<file path="config.mk">
export PLATFORM = sky130hd
export DESIGN_NAME = frame_sync_config_regs
export DESIGN_NICKNAME = d
export VERILOG_FILES = /design/src/frame_sync_pkg.sv /design/src/frame_aligned_shadow.sv /design/src/frame_sync_config_regs.sv
export SDC_FILE = /design/constraint.sdc
export NUM_CORES = 1
export LEC_CHECK = 0
export BUFFER_PORTS_ARGS = -buffer_cell sky130_fd_sc_hd__buf_2
export CELL_PAD_IN_SITES_DETAIL_PLACEMENT = 0
export CELL_PAD_IN_SITES_GLOBAL_PLACEMENT = 1
export CORE_AREA = 2 2 165 167
export DETAILED_ROUTE_END_ITERATION = 10
export DIE_AREA = 0 0 167 169
export PLACE_DENSITY = 0.82
export SYNTH_ARGS = -nofsm -noshare
export SYNTH_HDL_FRONTEND = slang
export SYNTH_HIERARCHICAL = 1
export SYNTH_SLANG_ARGS = --single-unit
</file>
<file path="constraint.sdc">
create_clock -name core_clk -period 8.59 [get_ports core_clk]
set_input_delay 0 -clock core_clk [delete_from_list [all_inputs] [get_ports core_clk]]
set_output_delay 0 -clock core_clk [all_outputs]
set_load 0.02 [all_outputs]
</file>
<file path="src/frame_sync_pkg.sv">
// constants shared by the frame-alignment configuration slice
// assumes a 16-bit register port addressed by word offsets, no byte lanes
package frame_sync_pkg;

  localparam int ADDR_W = 8;
  localparam int DATA_W = 16;

  // register offsets
  localparam logic [7:0] OFFS_TICK_MULTIPLIER   = 8'h07;
  localparam logic [7:0] OFFS_THIRD_SLOPE       = 8'h0B;
  localparam logic [7:0] OFFS_ANALOG_GAIN       = 8'h0C;
  localparam logic [7:0] OFFS_DIGITAL_GAIN      = 8'h0D;
  localparam logic [7:0] OFFS_FRAME_UPDATE      = 8'h0E;

  // reset values
  localparam logic [15:0] RESET_TICK_MULTIPLIER = 16'h0001;
  localparam logic [15:0] RESET_THIRD_SLOPE     = 16'h0000;
  localparam logic [15:0] RESET_ANALOG_GAIN     = 16'h01E2;
  localparam logic [15:0] RESET_DIGITAL_GAIN    = 16'h0080;
  localparam logic [15:0] RESET_FRAME_UPDATE    = 16'h033F;

  // implemented bits; everything else reads as zero
  localparam logic [15:0] MASK_ANALOG_GAIN      = 16'h21E3;
  localparam logic [15:0] MASK_DIGITAL_GAIN     = 16'h0FFF;
  localparam logic [15:0] MASK_FRAME_UPDATE     = 16'h073F;

  // analog and digital gain fields
  localparam int FIRST_AMP_LSB  = 0;
  localparam int FIRST_AMP_W    = 2;
  localparam int SECOND_AMP_LSB = 5;
  localparam int SECOND_AMP_W   = 4;
  localparam int GAIN_LAT_COMP_BIT = 13;
  localparam int DIGITAL_MULT_W = 12;

  // frame update control fields
  localparam int READOUT_LENGTH_FRAME_ALIGN_BIT = 0;
  localparam int DARK_ROWS_ALIGN_BIT     = 1;
  localparam int FILLER_ROWS_ALIGN_BIT   = 2;
  localparam int INTEGRATION_ALIGN_BIT   = 3;
  localparam int GAIN_ALIGN_BIT          = 4;
  localparam int REGION_ALIGN_BIT        = 5;
  localparam int BLANK_REGION_SWITCH_BIT = 8;
  localparam int BLANK_SUBSAMPLE_BIT     = 9;
  localparam int INTEGRATION_SYNC_MODE_BIT = 10;

endpackage

</file>
<file path="src/frame_aligned_shadow.sv">
// one parameter's working copy, taken from the written value
// assumes updateEvent is a one-cycle pulse on core_clk
`timescale 1ns/1ns
module frame_aligned_shadow #(
  parameter int          WIDTH       = 8,
  parameter logic [WIDTH-1:0] RESET_VALUE = '0
) (
  // clock and reset
  input  wire logic             core_clk,
  input  wire logic             reset,
  // control
  input  wire logic [WIDTH-1:0] writtenValue,
  input  wire logic             alignEnable,
  input  wire logic             updateEvent,
  // working copy
  output logic      [WIDTH-1:0] appliedValue
);

  typedef struct packed {
    logic [WIDTH-1:0] applied;
  } shadow_state_t;

  shadow_state_t state;
  shadow_state_t next_state;

  always_comb begin
    next_state = state;
    // the written value is the shadow; it moves over only on the event when aligned
    if (!alignEnable || updateEvent) begin
      next_state.applied = writtenValue;
    end
  end

  always_ff @(posedge core_clk or posedge reset) begin
    if (reset) begin
      state.applied <= RESET_VALUE;
    end else begin
      state <= next_state;
    end
  end

  assign appliedValue = state.applied;

endmodule

</file>
<file path="src/frame_sync_config_regs.sv">
// frame-alignment configuration slice: gain, third-slope time, update timing and blanking
// assumes frame timing pulses and mode levels arrive synchronous to core_clk
//
// Operation
// - third-slope time only counts in global shutter
// - latency compensation delays gain one extra frame
// - without compensation gain applies next frame start
// - bit 0 aligns readout length to frame
// - bit 1 aligns dark row count to frame
// - bit 2 aligns filler row count to frame
// - bit 3 aligns integration and third-slope time to the integration event
// - bit 4 aligns gain settings to frame
// - bit 5 aligns region selection to frame
// - bit 8 blanks frame after region change
// - bit 9 blanks after subsampling change, global
// - rolling shutter always blanks after subsampling change
// - sync mode 0 latches integration at overhead
// - sync mode 1 tracks integration values continuously outside triggered global master
// - triggered global shutter master mode 1 latches at integration start
// - integration unit equals multiplier clock periods, global shutter only
`timescale 1ns/1ns
module frame_sync_config_regs
  import frame_sync_pkg::*;
#(
  parameter int READOUT_LENGTH_W = 8,
  parameter int DARK_ROWS_W      = 8,
  parameter int FILLER_ROWS_W    = 12,
  parameter int INTEGRATION_W    = 16,
  parameter int REGION_W         = 8,
  parameter int SUBSAMPLE_W      = 2
) (
  // clock and reset
  input  wire logic                            core_clk,
  input  wire logic                            reset,
  // register port
  input  wire logic [frame_sync_pkg::ADDR_W-1:0] regAddr,
  input  wire logic [frame_sync_pkg::DATA_W-1:0] regWriteData,
  input  wire logic                            regWrite,
  input  wire logic                            regRead,
  output logic      [frame_sync_pkg::DATA_W-1:0] regReadData,
  // frame timing events
  input  wire logic                            frameStart,
  input  wire logic                            frameOverheadTimeStart,
  input  wire logic                            integrationStart,
  // operating mode
  input  wire logic                            globalShutter,
  input  wire logic                            triggeredMaster,
  input  wire logic [SUBSAMPLE_W-1:0]          subsampleMode,
  // written values held by neighbouring register blocks
  input  wire logic [READOUT_LENGTH_W-1:0]     rollingLineReadoutLengthIn,
  input  wire logic [DARK_ROWS_W-1:0]          darkRowsIn,
  input  wire logic [FILLER_ROWS_W-1:0]        fillerRowsIn,
  input  wire logic [INTEGRATION_W-1:0]        integrationTimeIn,
  input  wire logic [REGION_W-1:0]             regionSelectIn,
  // applied working values
  output logic      [READOUT_LENGTH_W-1:0]     rollingLineReadoutLength,
  output logic      [DARK_ROWS_W-1:0]          darkRows,
  output logic      [FILLER_ROWS_W-1:0]        fillerRows,
  output logic      [INTEGRATION_W-1:0]        integrationTime,
  output logic      [REGION_W-1:0]             regionSelect,
  output logic      [15:0]                     thirdSlopeIntegrationTime,
  // applied gains
  output logic      [frame_sync_pkg::FIRST_AMP_W-1:0]    firstAmplifierSetting,
  output logic      [frame_sync_pkg::SECOND_AMP_W-1:0]   secondAmplifierSetting,
  output logic      [frame_sync_pkg::DIGITAL_MULT_W-1:0] digitalMultiplier,
  // frame control
  output logic                                 blankFrame,
  output logic                                 integrationTick
);

  localparam int GAIN_W = FIRST_AMP_W + SECOND_AMP_W + DIGITAL_MULT_W;

  typedef struct packed {
    logic [15:0]               tickMultiplier;
    logic [15:0]               thirdSlope;
    logic [15:0]               analogGain;
    logic [15:0]               digitalGain;
    logic [15:0]               frameUpdate;
    logic [DATA_W-1:0]         readData;
    logic [GAIN_W-1:0]         gainDelayed;
    logic [GAIN_W-1:0]         gainApplied;
    logic [15:0]               thirdSlopeOut;
    logic [15:0]               tickCount;
    logic                      tick;
    logic                      blankPending;
    logic                      blank;
    logic                      frameStartSeen;
    logic [REGION_W-1:0]       regionPrevious;
    logic [SUBSAMPLE_W-1:0]    subsamplePrevious;
  } regs_state_t;

  localparam regs_state_t STATE_RESET = '{
    tickMultiplier:    RESET_TICK_MULTIPLIER,
    thirdSlope:        RESET_THIRD_SLOPE,
    analogGain:        RESET_ANALOG_GAIN,
    digitalGain:       RESET_DIGITAL_GAIN,
    frameUpdate:       RESET_FRAME_UPDATE,
    readData:          '0,
    gainDelayed:       {RESET_ANALOG_GAIN[FIRST_AMP_LSB +: FIRST_AMP_W],
                        RESET_ANALOG_GAIN[SECOND_AMP_LSB +: SECOND_AMP_W],
                        RESET_DIGITAL_GAIN[DIGITAL_MULT_W-1:0]},
    gainApplied:       {RESET_ANALOG_GAIN[FIRST_AMP_LSB +: FIRST_AMP_W],
                        RESET_ANALOG_GAIN[SECOND_AMP_LSB +: SECOND_AMP_W],
                        RESET_DIGITAL_GAIN[DIGITAL_MULT_W-1:0]},
    thirdSlopeOut:     16'h0000,
    tickCount:         16'h0000,
    tick:              1'b0,
    blankPending:      1'b0,
    blank:             1'b0,
    frameStartSeen:    1'b0,
    regionPrevious:    '0,
    subsamplePrevious: '0
  };

  regs_state_t state;
  regs_state_t next_state;

  // decoded controls
  logic                 integrationEvent;
  logic                 integrationAlign;
  logic [GAIN_W-1:0]    gainWritten;
  logic [15:0]          thirdSlopeApplied;
  logic [15:0]          tickLimit;
  logic                 regionChanged;
  logic                 subsampleChanged;
  logic                 blankRequest;

  // integration settings follow their own event, not the plain frame start
  always_comb begin
    integrationAlign = state.frameUpdate[INTEGRATION_ALIGN_BIT];
    if (!state.frameUpdate[INTEGRATION_SYNC_MODE_BIT]) begin
      integrationEvent = frameOverheadTimeStart;
    end else if (triggeredMaster && globalShutter) begin
      integrationEvent = integrationStart;
    end else begin
      // mode 1 outside triggered global shutter master is unsupported by software; it just tracks
      integrationEvent = 1'b1;
    end
  end

  frame_aligned_shadow #(
    .WIDTH       (READOUT_LENGTH_W),
    .RESET_VALUE ('0)
  ) readoutLengthShadow (
    .core_clk     (core_clk),
    .reset        (reset),
    .writtenValue (rollingLineReadoutLengthIn),
    .alignEnable  (state.frameUpdate[READOUT_LENGTH_FRAME_ALIGN_BIT]),
    .updateEvent  (frameStart),
    .appliedValue (rollingLineReadoutLength)
  );

  frame_aligned_shadow #(
    .WIDTH       (DARK_ROWS_W),
    .RESET_VALUE ('0)
  ) darkRowsShadow (
    .core_clk     (core_clk),
    .reset        (reset),
    .writtenValue (darkRowsIn),
    .alignEnable  (state.frameUpdate[DARK_ROWS_ALIGN_BIT]),
    .updateEvent  (frameStart),
    .appliedValue (darkRows)
  );

  frame_aligned_shadow #(
    .WIDTH       (FILLER_ROWS_W),
    .RESET_VALUE ('0)
  ) fillerRowsShadow (
    .core_clk     (core_clk),
    .reset        (reset),
    .writtenValue (fillerRowsIn),
    .alignEnable  (state.frameUpdate[FILLER_ROWS_ALIGN_BIT]),
    .updateEvent  (frameStart),
    .appliedValue (fillerRows)
  );

  frame_aligned_shadow #(
    .WIDTH       (INTEGRATION_W),
    .RESET_VALUE ('0)
  ) integrationShadow (
    .core_clk     (core_clk),
    .reset        (reset),
    .writtenValue (integrationTimeIn),
    .alignEnable  (integrationAlign),
    .updateEvent  (integrationEvent),
    .appliedValue (integrationTime)
  );

  frame_aligned_shadow #(
    .WIDTH       (16),
    .RESET_VALUE (RESET_THIRD_SLOPE)
  ) thirdSlopeShadow (
    .core_clk     (core_clk),
    .reset        (reset),
    .writtenValue (state.thirdSlope),
    .alignEnable  (integrationAlign),
    .updateEvent  (integrationEvent),
    .appliedValue (thirdSlopeApplied)
  );

  frame_aligned_shadow #(
    .WIDTH       (REGION_W),
    .RESET_VALUE ('0)
  ) regionShadow (
    .core_clk     (core_clk),
    .reset        (reset),
    .writtenValue (regionSelectIn),
    .alignEnable  (state.frameUpdate[REGION_ALIGN_BIT]),
    .updateEvent  (frameStart),
    .appliedValue (regionSelect)
  );

  assign gainWritten = {state.analogGain[FIRST_AMP_LSB +: FIRST_AMP_W],
                        state.analogGain[SECOND_AMP_LSB +: SECOND_AMP_W],
                        state.digitalGain[DIGITAL_MULT_W-1:0]};

  // a zero multiplier would stall the tick, so it behaves as one
  assign tickLimit = (state.tickMultiplier == 16'h0000) ? 16'h0000 : state.tickMultiplier - 16'h0001;

  // changes are seen in the same cycle the working copy moves
  assign regionChanged    = (regionSelect != state.regionPrevious);
  assign subsampleChanged = (subsampleMode != state.subsamplePrevious);
  assign blankRequest     = (regionChanged && state.frameUpdate[BLANK_REGION_SWITCH_BIT])
                          || (subsampleChanged && globalShutter
                              && state.frameUpdate[BLANK_SUBSAMPLE_BIT])
                          || (subsampleChanged && !globalShutter);

  always_comb begin
    next_state = state;

    // register writes; unimplemented bits are dropped so they read as zero
    if (regWrite) begin
      unique case (regAddr)
        OFFS_TICK_MULTIPLIER: begin
          next_state.tickMultiplier = regWriteData;
        end
        OFFS_THIRD_SLOPE: begin
          next_state.thirdSlope = regWriteData;
        end
        OFFS_ANALOG_GAIN: begin
          next_state.analogGain = regWriteData & MASK_ANALOG_GAIN;
        end
        OFFS_DIGITAL_GAIN: begin
          next_state.digitalGain = regWriteData & MASK_DIGITAL_GAIN;
        end
        OFFS_FRAME_UPDATE: begin
          next_state.frameUpdate = regWriteData & MASK_FRAME_UPDATE;
        end
        default: begin
        end
      endcase
    end

    // reads show the programmed value, never the applied one
    next_state.readData = '0;
    if (regRead) begin
      unique case (regAddr)
        OFFS_TICK_MULTIPLIER: begin
          next_state.readData = state.tickMultiplier;
        end
        OFFS_THIRD_SLOPE: begin
          next_state.readData = state.thirdSlope;
        end
        OFFS_ANALOG_GAIN: begin
          next_state.readData = state.analogGain;
        end
        OFFS_DIGITAL_GAIN: begin
          next_state.readData = state.digitalGain;
        end
        OFFS_FRAME_UPDATE: begin
          next_state.readData = state.frameUpdate;
        end
        default: begin
          next_state.readData = '0;
        end
      endcase
    end

    // gain update timing
    if (!state.frameUpdate[GAIN_ALIGN_BIT]) begin
      // unaligned gains also bypass the latency compensation
      next_state.gainApplied = gainWritten;
      next_state.gainDelayed = gainWritten;
    end else if (frameStart) begin
      next_state.gainDelayed = gainWritten;
      if (state.analogGain[GAIN_LAT_COMP_BIT]) begin
        next_state.gainApplied = state.gainDelayed;
      end else begin
        next_state.gainApplied = gainWritten;
      end
    end

    // third-slope time only reaches the sequencer in global shutter
    next_state.thirdSlopeOut = globalShutter ? thirdSlopeApplied : 16'h0000;

    // integration time base
    next_state.tick = 1'b0;
    if (!globalShutter) begin
      next_state.tickCount = 16'h0000;
    end else if (state.tickCount >= tickLimit) begin
      next_state.tickCount = 16'h0000;
      next_state.tick      = 1'b1;
    end else begin
      next_state.tickCount = state.tickCount + 16'h0001;
    end

    // blanking of the first frame after a switch
    next_state.regionPrevious    = regionSelect;
    next_state.subsamplePrevious = subsampleMode;
    next_state.frameStartSeen    = frameStart;
    if (frameStart) begin
      next_state.blank        = state.blankPending;
      next_state.blankPending = 1'b0;
    end
    if (blankRequest) begin
      // a change caught at or right after a frame start belongs to that frame
      if (state.frameStartSeen || frameStart) begin
        next_state.blank = 1'b1;
      end else begin
        next_state.blankPending = 1'b1;
      end
    end
  end

  always_ff @(posedge core_clk or posedge reset) begin
    if (reset) begin
      state <= STATE_RESET;
    end else begin
      state <= next_state;
    end
  end

  assign regReadData               = state.readData;
  assign thirdSlopeIntegrationTime = state.thirdSlopeOut;
  assign firstAmplifierSetting     = state.gainApplied[GAIN_W-1 -: FIRST_AMP_W];
  assign secondAmplifierSetting    = state.gainApplied[DIGITAL_MULT_W +: SECOND_AMP_W];
  assign digitalMultiplier         = state.gainApplied[DIGITAL_MULT_W-1:0];
  assign blankFrame                = state.blank;
  assign integrationTick           = state.tick;

endmodule

</file>
==> results of run 1 <==
==> placed cells by master (no fill, tap or decap), drive strengths merged, types with 21 or more instances in the layout <==
master,n
buf,192
clkbuf,36
dfrtp,199
dfstp,27
dlygate4sd3,74
mux2,146
mux2i,24
nand2,60
nor2,36
o21ai,21
xor2,21
==> report_power, final <==
group	internal [µW]	leakage [µW]	switching, µW	total, µW
combinational	149	0.00319	166	315
sequential	1120	0.00289	36.7	1150
clock	693	0.000426	428	1120
total	1960	0.00651	631	2590
==> metal layers <==
| metal | vias to the layer above | wire length [µm] |
|---|---|---|
| li1 | 3172 | - |
| met1 | 3445 | 10850 |
| met2 | 206 | 12440 |
| met3 | 39 | 1088 |
| met4 | 0 | 542 |
| met5 | - | 0 |
==> worst paths after layout <==
path / startpoint / end / slack (ns) / depth (start not counted)
max: state[170]$_DFFE_PP0P_ / state[29]$_DFF_PP0_ / 4.26 / 10
min: reset / darkRowsShadow/appliedValue[6]$_DFFE_PP0P_ / 0.05 / 3
max reg2reg: state[170]$_DFFE_PP0P_ / state[29]$_DFF_PP0_ / 4.26 / 10
min reg2reg: regionShadow/appliedValue[4]$_DFFE_PP0P_ / state[6]$_DFF_PP0_ / 0.44 / 0
max in group asynchronous: reset / gainWritten[5]$_DFFE_PP0P_ / 6.96 / 4
min in group core_clk: regAddr[1] / regReadData[7]$_DFF_PP0_ / 0.06 / 4
==> critical path, cell delays in order (launching register included) <==
cell and delay [ns]:
dfrtp_1 0.44, or4_4 0.54, or3_4 0.36, or4_1 0.70, and2_1 0.27, ha_1 0.26, nand2b_1 0.14, a2111oi_0 0.46
or4_1 0.20, nand4_1 0.57, nor2_1 0.28
==> metrics by stage <==
| stage | std cells | area, µm² | total power [µW] | worst slack (ns) |
|---|---|---|---|---|
| 6_report | 1379 | 12850 | 2587 | 4.262 |
| 5_1_grt | 1378 | 12850 | 2692 | 3.947 |
| 4_1_cts | 1377 | 12850 | 2610 | 4.288 |
| 3_5_place_dp | 1257 | 11240 | 1459 | 4.309 |
| 3_3_place_gp | 1257 | 11240 | 1451 | 4.374 |
| 2_1_floorplan | 807 | 10420 | 1373 | 4.371 |
==> flip-flops by register name, summed over array words and instances (netlist names) <==
| name | cells |
|---|---|
| gainWritten | 18 |
| digitalMultiplier | 12 |
| blankFrame | 1 |
| integrationShadow/appliedValue | 16 |
| thirdSlopeShadow/appliedValue | 16 |
| readoutLengthShadow/appliedValue | 8 |
| integrationTick | 1 |
| state | 87 |
| regionShadow/appliedValue | 8 |
| firstAmplifierSetting | 2 |
| thirdSlopeIntegrationTime | 16 |
| fillerRowsShadow/appliedValue | 12 |
| secondAmplifierSetting | 4 |
| integrationAlign | 1 |
| regReadData | 16 |
| darkRowsShadow/appliedValue | 8 |
==> kinds of logic after synthesis <==
family	after synthesis	synth area share (%)
adders and majority gates	19	2.282
and+or+nand+nor	181	9.129
muxes	170	20.04
DFF	226	54.62
AOI/OAI and AO/OA	77	4.901
buffers and inverters	100	6.174
xor gates and xnor gates	34	2.859
==> layout make-up <==
class | instances | area (µm²) | area share [%]
clock inverter | 10 | 157.7 | 1.227
sequential | 226 | 5689 | 44.27
multi-input combinational | 481 | 4091 | 31.83
clock buffer | 36 | 706.9 | 5.500
timing repair buffer | 266 | 1707 | 13.28
tap | 341 | 426.7 | 3.320
antenna | 2 | 5.005 | 0.03894
inverter | 17 | 68.82 | 0.5354
==> timing repair <==
| action | CTS | global route |
|---|---|---|
| resized for setup | 0 | 0 |
| hold buffers | 74 | 0 |
| hold endpoints to repair | 282 | 0 |
==> metrics.md, run 1 <==
| Metric | Value |
|---|---|
| Run status | finished, final reports clean |
| Routed wire length | roughly 25000 µm |
| Worst path arrival time | approximately 4.8 ns |
| Worst setup EP type | flop |
| Chip width | between 150 and 200 µm |
| Min Hold Slack | roughly 0.054 ns |
| Static Leak | between 0.006 and 0.007 µW |
| RSZ-0062 raised after global routing | no |
| Most frequent cells after synthesis | dfrtp_1 (199), mux2_2 (92), nand2_1 (60), mux2_4 (54), buf_4 (50) |
| Max cap viols | 0 |
| Initial antenna violation count | 1 |
| Async SR Flop Fraction | 100.0% |
| Final Setup Violations | 0 |
| Worst-margin pin slew | between 1 and 1.5 ns |
| Worst Hold Class | in -> async |
| Buffers on Ports | between 150 and 200 |
| Number of synthesized flops with an enable pin | 0 |
| CTS tree | done |
| Synth top area cells | dfrtp_1 (48%), mux2_2 (9.9%), mux2_4 (7.8%) |
| Boundary Pins | 191 |
| Distinct cells, synth | ~50 |
| Post-Syn Instances | around 810 |
| Setup Buffers After CTS | 0 |
| DR vias | between 6000 and 7000 |
| CTS buffer count | 25 |
| Total congestion overflow | 0 |
| # DRC | 0 |
| Gr busiest metal | met2 |
| CP Launch Type | flop |
| Worst skew pair latency | 0.52 ns |
| Vias in the first global route | 6971 |
| Final GP Congestion | between 0.8 and 0.9 |
| Sequential share of the synthesized area | between 50% and 60% |
| Ys flop type | dfrtp_1 |
| Leading area contributor after synthesis | dfrtp_1 |
| Worst vdd ir | 113.7 µV |
| Largest net degree at the start of global routing | 95 |
| Met2 Use GR | between 20% and 30% |
| Max-slew violations | 0 |
| Final clock skew | 0.01181 ns |
| Max-slew headroom | around a quarter |
| Root buffer cell | clkbuf_16 |
| DRT iter0 DRCs | ~330 |
| Die height | 169 µm |
| Final Cycle Share | 50.39% |
| Required @ worst endpoint | approximately 9.0 ns |
| Filler cell count | 2352 |
| Layout cell share with drive strength beyond 1 | roughly two fifths |
| YS warnings | 6 |
| Most frequent cell after synthesis | dfrtp_1 |
| Final core occ | between 40% and 50% |
| Cell Area, Synth | approximately 10000 µm² |
| Kind of critical path | reg -> reg |
| Row cnt | 60 |
| Post-synthesis register bit count | 226 |
| Clk buf depth | 3 |
| HPWL after detailed placement | 17170 µm |
| Minimum clock period after layout | 4.328 ns |
| Clock Sink Count | around 230 |
| Top cell type's share of synthesized area | 47.81% |
| DRT antenna net count | 0 |
| Initial Util | around 39% |
| Vias per cell | about 5 |
| Syn-to-layout area delta | 23.39% |
| H-tree levels | 1 |
| Area of the die | 28220 µm² |
| Final Hold Viols | 0 |
| Setup TNS | 0 ns |
| Core box area | between 20000 and 30000 µm² |
| Gr usage total | between 10% and 20% |
| WL per Instance | about 18 µm |
| Syn Area/Cell | between 10 and 15 µm² |
| Fin nets | 1123 |
| Power per cell area | around 200 nW/µm² |
| DRT Pass-1 Iters | 4 |
| Met1 Use GR | between 20% and 30% |
| Post-synth net total | slightly above 900 |
| Critical Path Fanout Max | 16 |
| Worst-path clk slew | 0.06 ns |
| First-pass GRT wire length | just under 40000 µm |
| Max Freq | about 230 MHz |
| Met3 usage | under 10% |
Power figures use the tool's default switching activity.
==> run 2, diff against run 1 <==
==> constraint.sdc (replaced) <==
create_clock -name core_clk -period 4.09 [get_ports core_clk]
set_input_delay 0 -clock core_clk [delete_from_list [all_inputs] [get_ports core_clk]]
set_output_delay 0 -clock core_clk [all_outputs]
set_load 0.02 [all_outputs]
==> run 2 against run 1 <==
Net effect:
- maximum frequency rose by 13%
- first-iteration DRC count rose by 43%
- core utilization rose by 0.23 points
- sequential power rose by 110%
- final cell count rose by 0.44%
- die area did not move
- via count barely moved
- register-to-register slack got worse by 4.0 ns
- routed wire length fell by 1.5%
- count of clock-buffer cells in the layout rose by 3
- worst setup slack got worse by 4.0 ns
- hold slack got worse by 0.0011 ns
- critical path type unchanged
==> metrics.md, run 2 (synthesis results as in run 1) <==
| Metric | Value |
|---|---|
| Routed wire length | 24530 µm (-1.5%) |
| Row cnt | 60 (unchanged) |
| Switch Pwr | 1300 µW (+110%) |
| Max-slew violations | 0 (unchanged) |
| H-tree levels | 1 (unchanged) |
| Final Hold Viols | 0 (unchanged) |
| Max reg flops | 87 (unchanged) |
| Max-slew headroom | 25.12% (+0.26 points) |
| DRT antenna net count | 0 (unchanged) |
| Reg power frac | 45.0% (+0.5 points) |
| Final core occ | 48.73% (+0.23 points) |
| First-pass GRT wire length | 38850 µm (-0.34%) |
| Kind of critical path | reg -> reg |
| Worst skew pair latency | 0.51 ns (about the same) |
| Boundary Pins | 191 (unchanged) |
| Required @ worst endpoint | 4.48 ns (-4.54 ns) |
| Static Leak | 0.006541 µW (+0.45%) |
| CP Launch Type | flop |
| Critical Path Fanout Max | 16 (unchanged) |
| Total congestion overflow | 0 (unchanged) |
| Design Power | 5375 µW (+110%) |
| Comb pwr share | 12.6% (+0.4 points) |
| Clk buf depth | 3 (unchanged) |
| Filler cell count | 2330 (-0.94%) |
| Final Setup Violations | 0 (unchanged) |
| Worst vdd ir | 365.4 µV (+220%) |
| WL per Instance | 17.71 µm (-2.0%) |
| Setup TNS | 0 ns (unchanged) |
| Layout cell share with drive strength beyond 1 | 40.27% (+0.11 points) |
| Core box area | 26500 µm² (unchanged) |
| Minimum clock period after layout | 3.847 ns (-0.4811 ns) |
| Vias in the first global route | 7098 (+1.8%) |
| Internal cell power | 4075 µW (+110%) |
| RSZ-0062 raised after global routing | no |
| Largest net degree at the start of global routing | 159 (+67%) |
| Most frequent cells in the layout | dfrtp_1 (199), buf_2 (190), mux2_2 (92), dlygate4sd3_1 (76), nand2_1 (60) |
| Sw frac | 24.19% (-0.18 points) |
| Max Freq | 259.9 MHz (+13%) |
| Final clock skew | 0.01384 ns (+0.002028 ns) |
| Initial Util | 39.31% (unchanged) |
| Worst-path clk slew | 0.06 ns (about the same) |
| Worst setup EP type | flop |
| Commonest non-fill, non-tap cell in the layout | dfrtp_1 |
| CTS tree | done |
| Min Hold Slack | 0.05297 ns (-0.001091 ns) |
| Root buffer cell | clkbuf_16 |
| Final Cycle Share | 94.06% (+44 points) |
| Max cap viols | 0 (unchanged) |
| Clock power frac | 42.4% (-0.9 points) |
| Run status | finished, final reports clean |
| Final GP Congestion | 0.8648 (+2.7%) |
| DR vias | 6868 (+0.087%) |
| Worst Hold Class | in -> reg |
| Syn-to-layout area delta | 23.96% |
| Buffers on Ports | 190 (unchanged) |
| Chip width | 167 µm (unchanged) |
| Area of the die | 28220 µm² (unchanged) |
| Post-DP Area | 11310 µm² (+0.61%) |
| # DRC | 0 (unchanged) |
| Clock Sink Count | 226 (unchanged) |
| DRT iter0 DRCs | 470 (+43%) |
| Initial antenna violation count | 1 (unchanged) |
| Die height | 169 µm (unchanged) |
| Finished Cell Area | 12910 µm² (+0.47%) |
| Most flops, register | state |
| Worst-margin pin slew | 1.121 ns (-0.003958 ns) |
| Fin nets | 1131 (+0.71%) |
| CTS buffer count | 25 (unchanged) |
| Power per cell area | 416.3 nW/µm² (+110%) |
| Vias per cell | 4.959 (-0.35%) |
| Worst path arrival time | 4.24 ns (-0.52 ns) |
| DRT Pass-1 Iters | 4 (unchanged) |
| HPWL after detailed placement | 16930 µm (-1.4%) |
| Gr usage total | 17.23% (-0.12 points) |
[run 2: per-layer routing]
layer	up-vias	wire length (µm)	track usage (%)
met2	186	12040	29.11
met3	57	1164	2.993
met5	-	0	0
li1	3192	-	-
met4	0	774	5.885
met1	3433	10560	22.50
[run 2: per-stage QoR]
stage	std cells	setup slack (ns)
floorplan	807	0.2252
global placement	1263	0.3012
detailed placement	1263	0.2281
CTS	1384	0.1925
global route	1384	0.01390
finish	1385	0.2429
[run 2: final cells by class]
type	count	area, µm²	area share, %
flip-flops and latches	226	5689	44.06
clock buffers	39	728.2	5.640
multi-input cells	481	4096	31.72
repair buffers	274	1797	13.91
inverters	17	67.56	0.5233
clock inverters	6	105.1	0.8140
diodes	1	2.502	0.01938
well taps	341	426.7	3.304
[run 2: final timing paths]
check                                                               from                                       end  slack [ns]  depth (start not counted)
worst max-delay path                              state[171]$_DFFE_PP0P_                       state[28]$_DFF_PP0_        0.24                         12
worst min-delay path                                          regAddr[1]                  regReadData[7]$_DFF_PP0_        0.05                          4
worst max register to register                    state[171]$_DFFE_PP0P_                       state[28]$_DFF_PP0_        0.24                         12
worst min register to register  regionShadow/appliedValue[7]$_DFFE_PP0P_                        state[9]$_DFF_PP0_        0.44                          0
max in group asynchronous                                          reset                        state[8]$_DFF_PP0_        3.08                          4
min in group asynchronous                                          reset  regionShadow/appliedValue[6]$_DFFE_PP0P_        0.10                          3
[run 2: worst max-delay path: stages (launching register included)]
cell and delay, ns:
dfrtp_1 0.42, or4_4 0.56, or3_4 0.36, or4_1 0.63
nor3b_2 0.22, a21oi_2 0.11, ha_1 0.17, and4_1 0.21
nand4_1 0.12, or4_1 0.56, nand4_1 0.16, buf_12 0.15
nor2_1 0.06
[run 2: power groups by stage]
| stage | registers [µW] | clock network [µW] | logic, µW |
|---|---|---|---|
| 2_1_floorplan | 2470 | 0 | 415 |
| 6_report | 2420 | 2280 | 679 |
| 4_1_cts | 2420 | 2330 | 683 |
| 3_5_place_dp | 2460 | 0 | 621 |
| 5_1_grt | 2430 | 2420 | 754 |
| 3_3_place_gp | 2450 | 0 | 609 |
[run 2: what timing repair did]
action | 4_1_cts | 5_1_grt
setup endpoints to repair | 0 | 12
endpoints found under the hold margin | 334 | 0
hold buffers | 76 | 0
buffers inserted | 0 | 0
resized for setup | 0 | 1
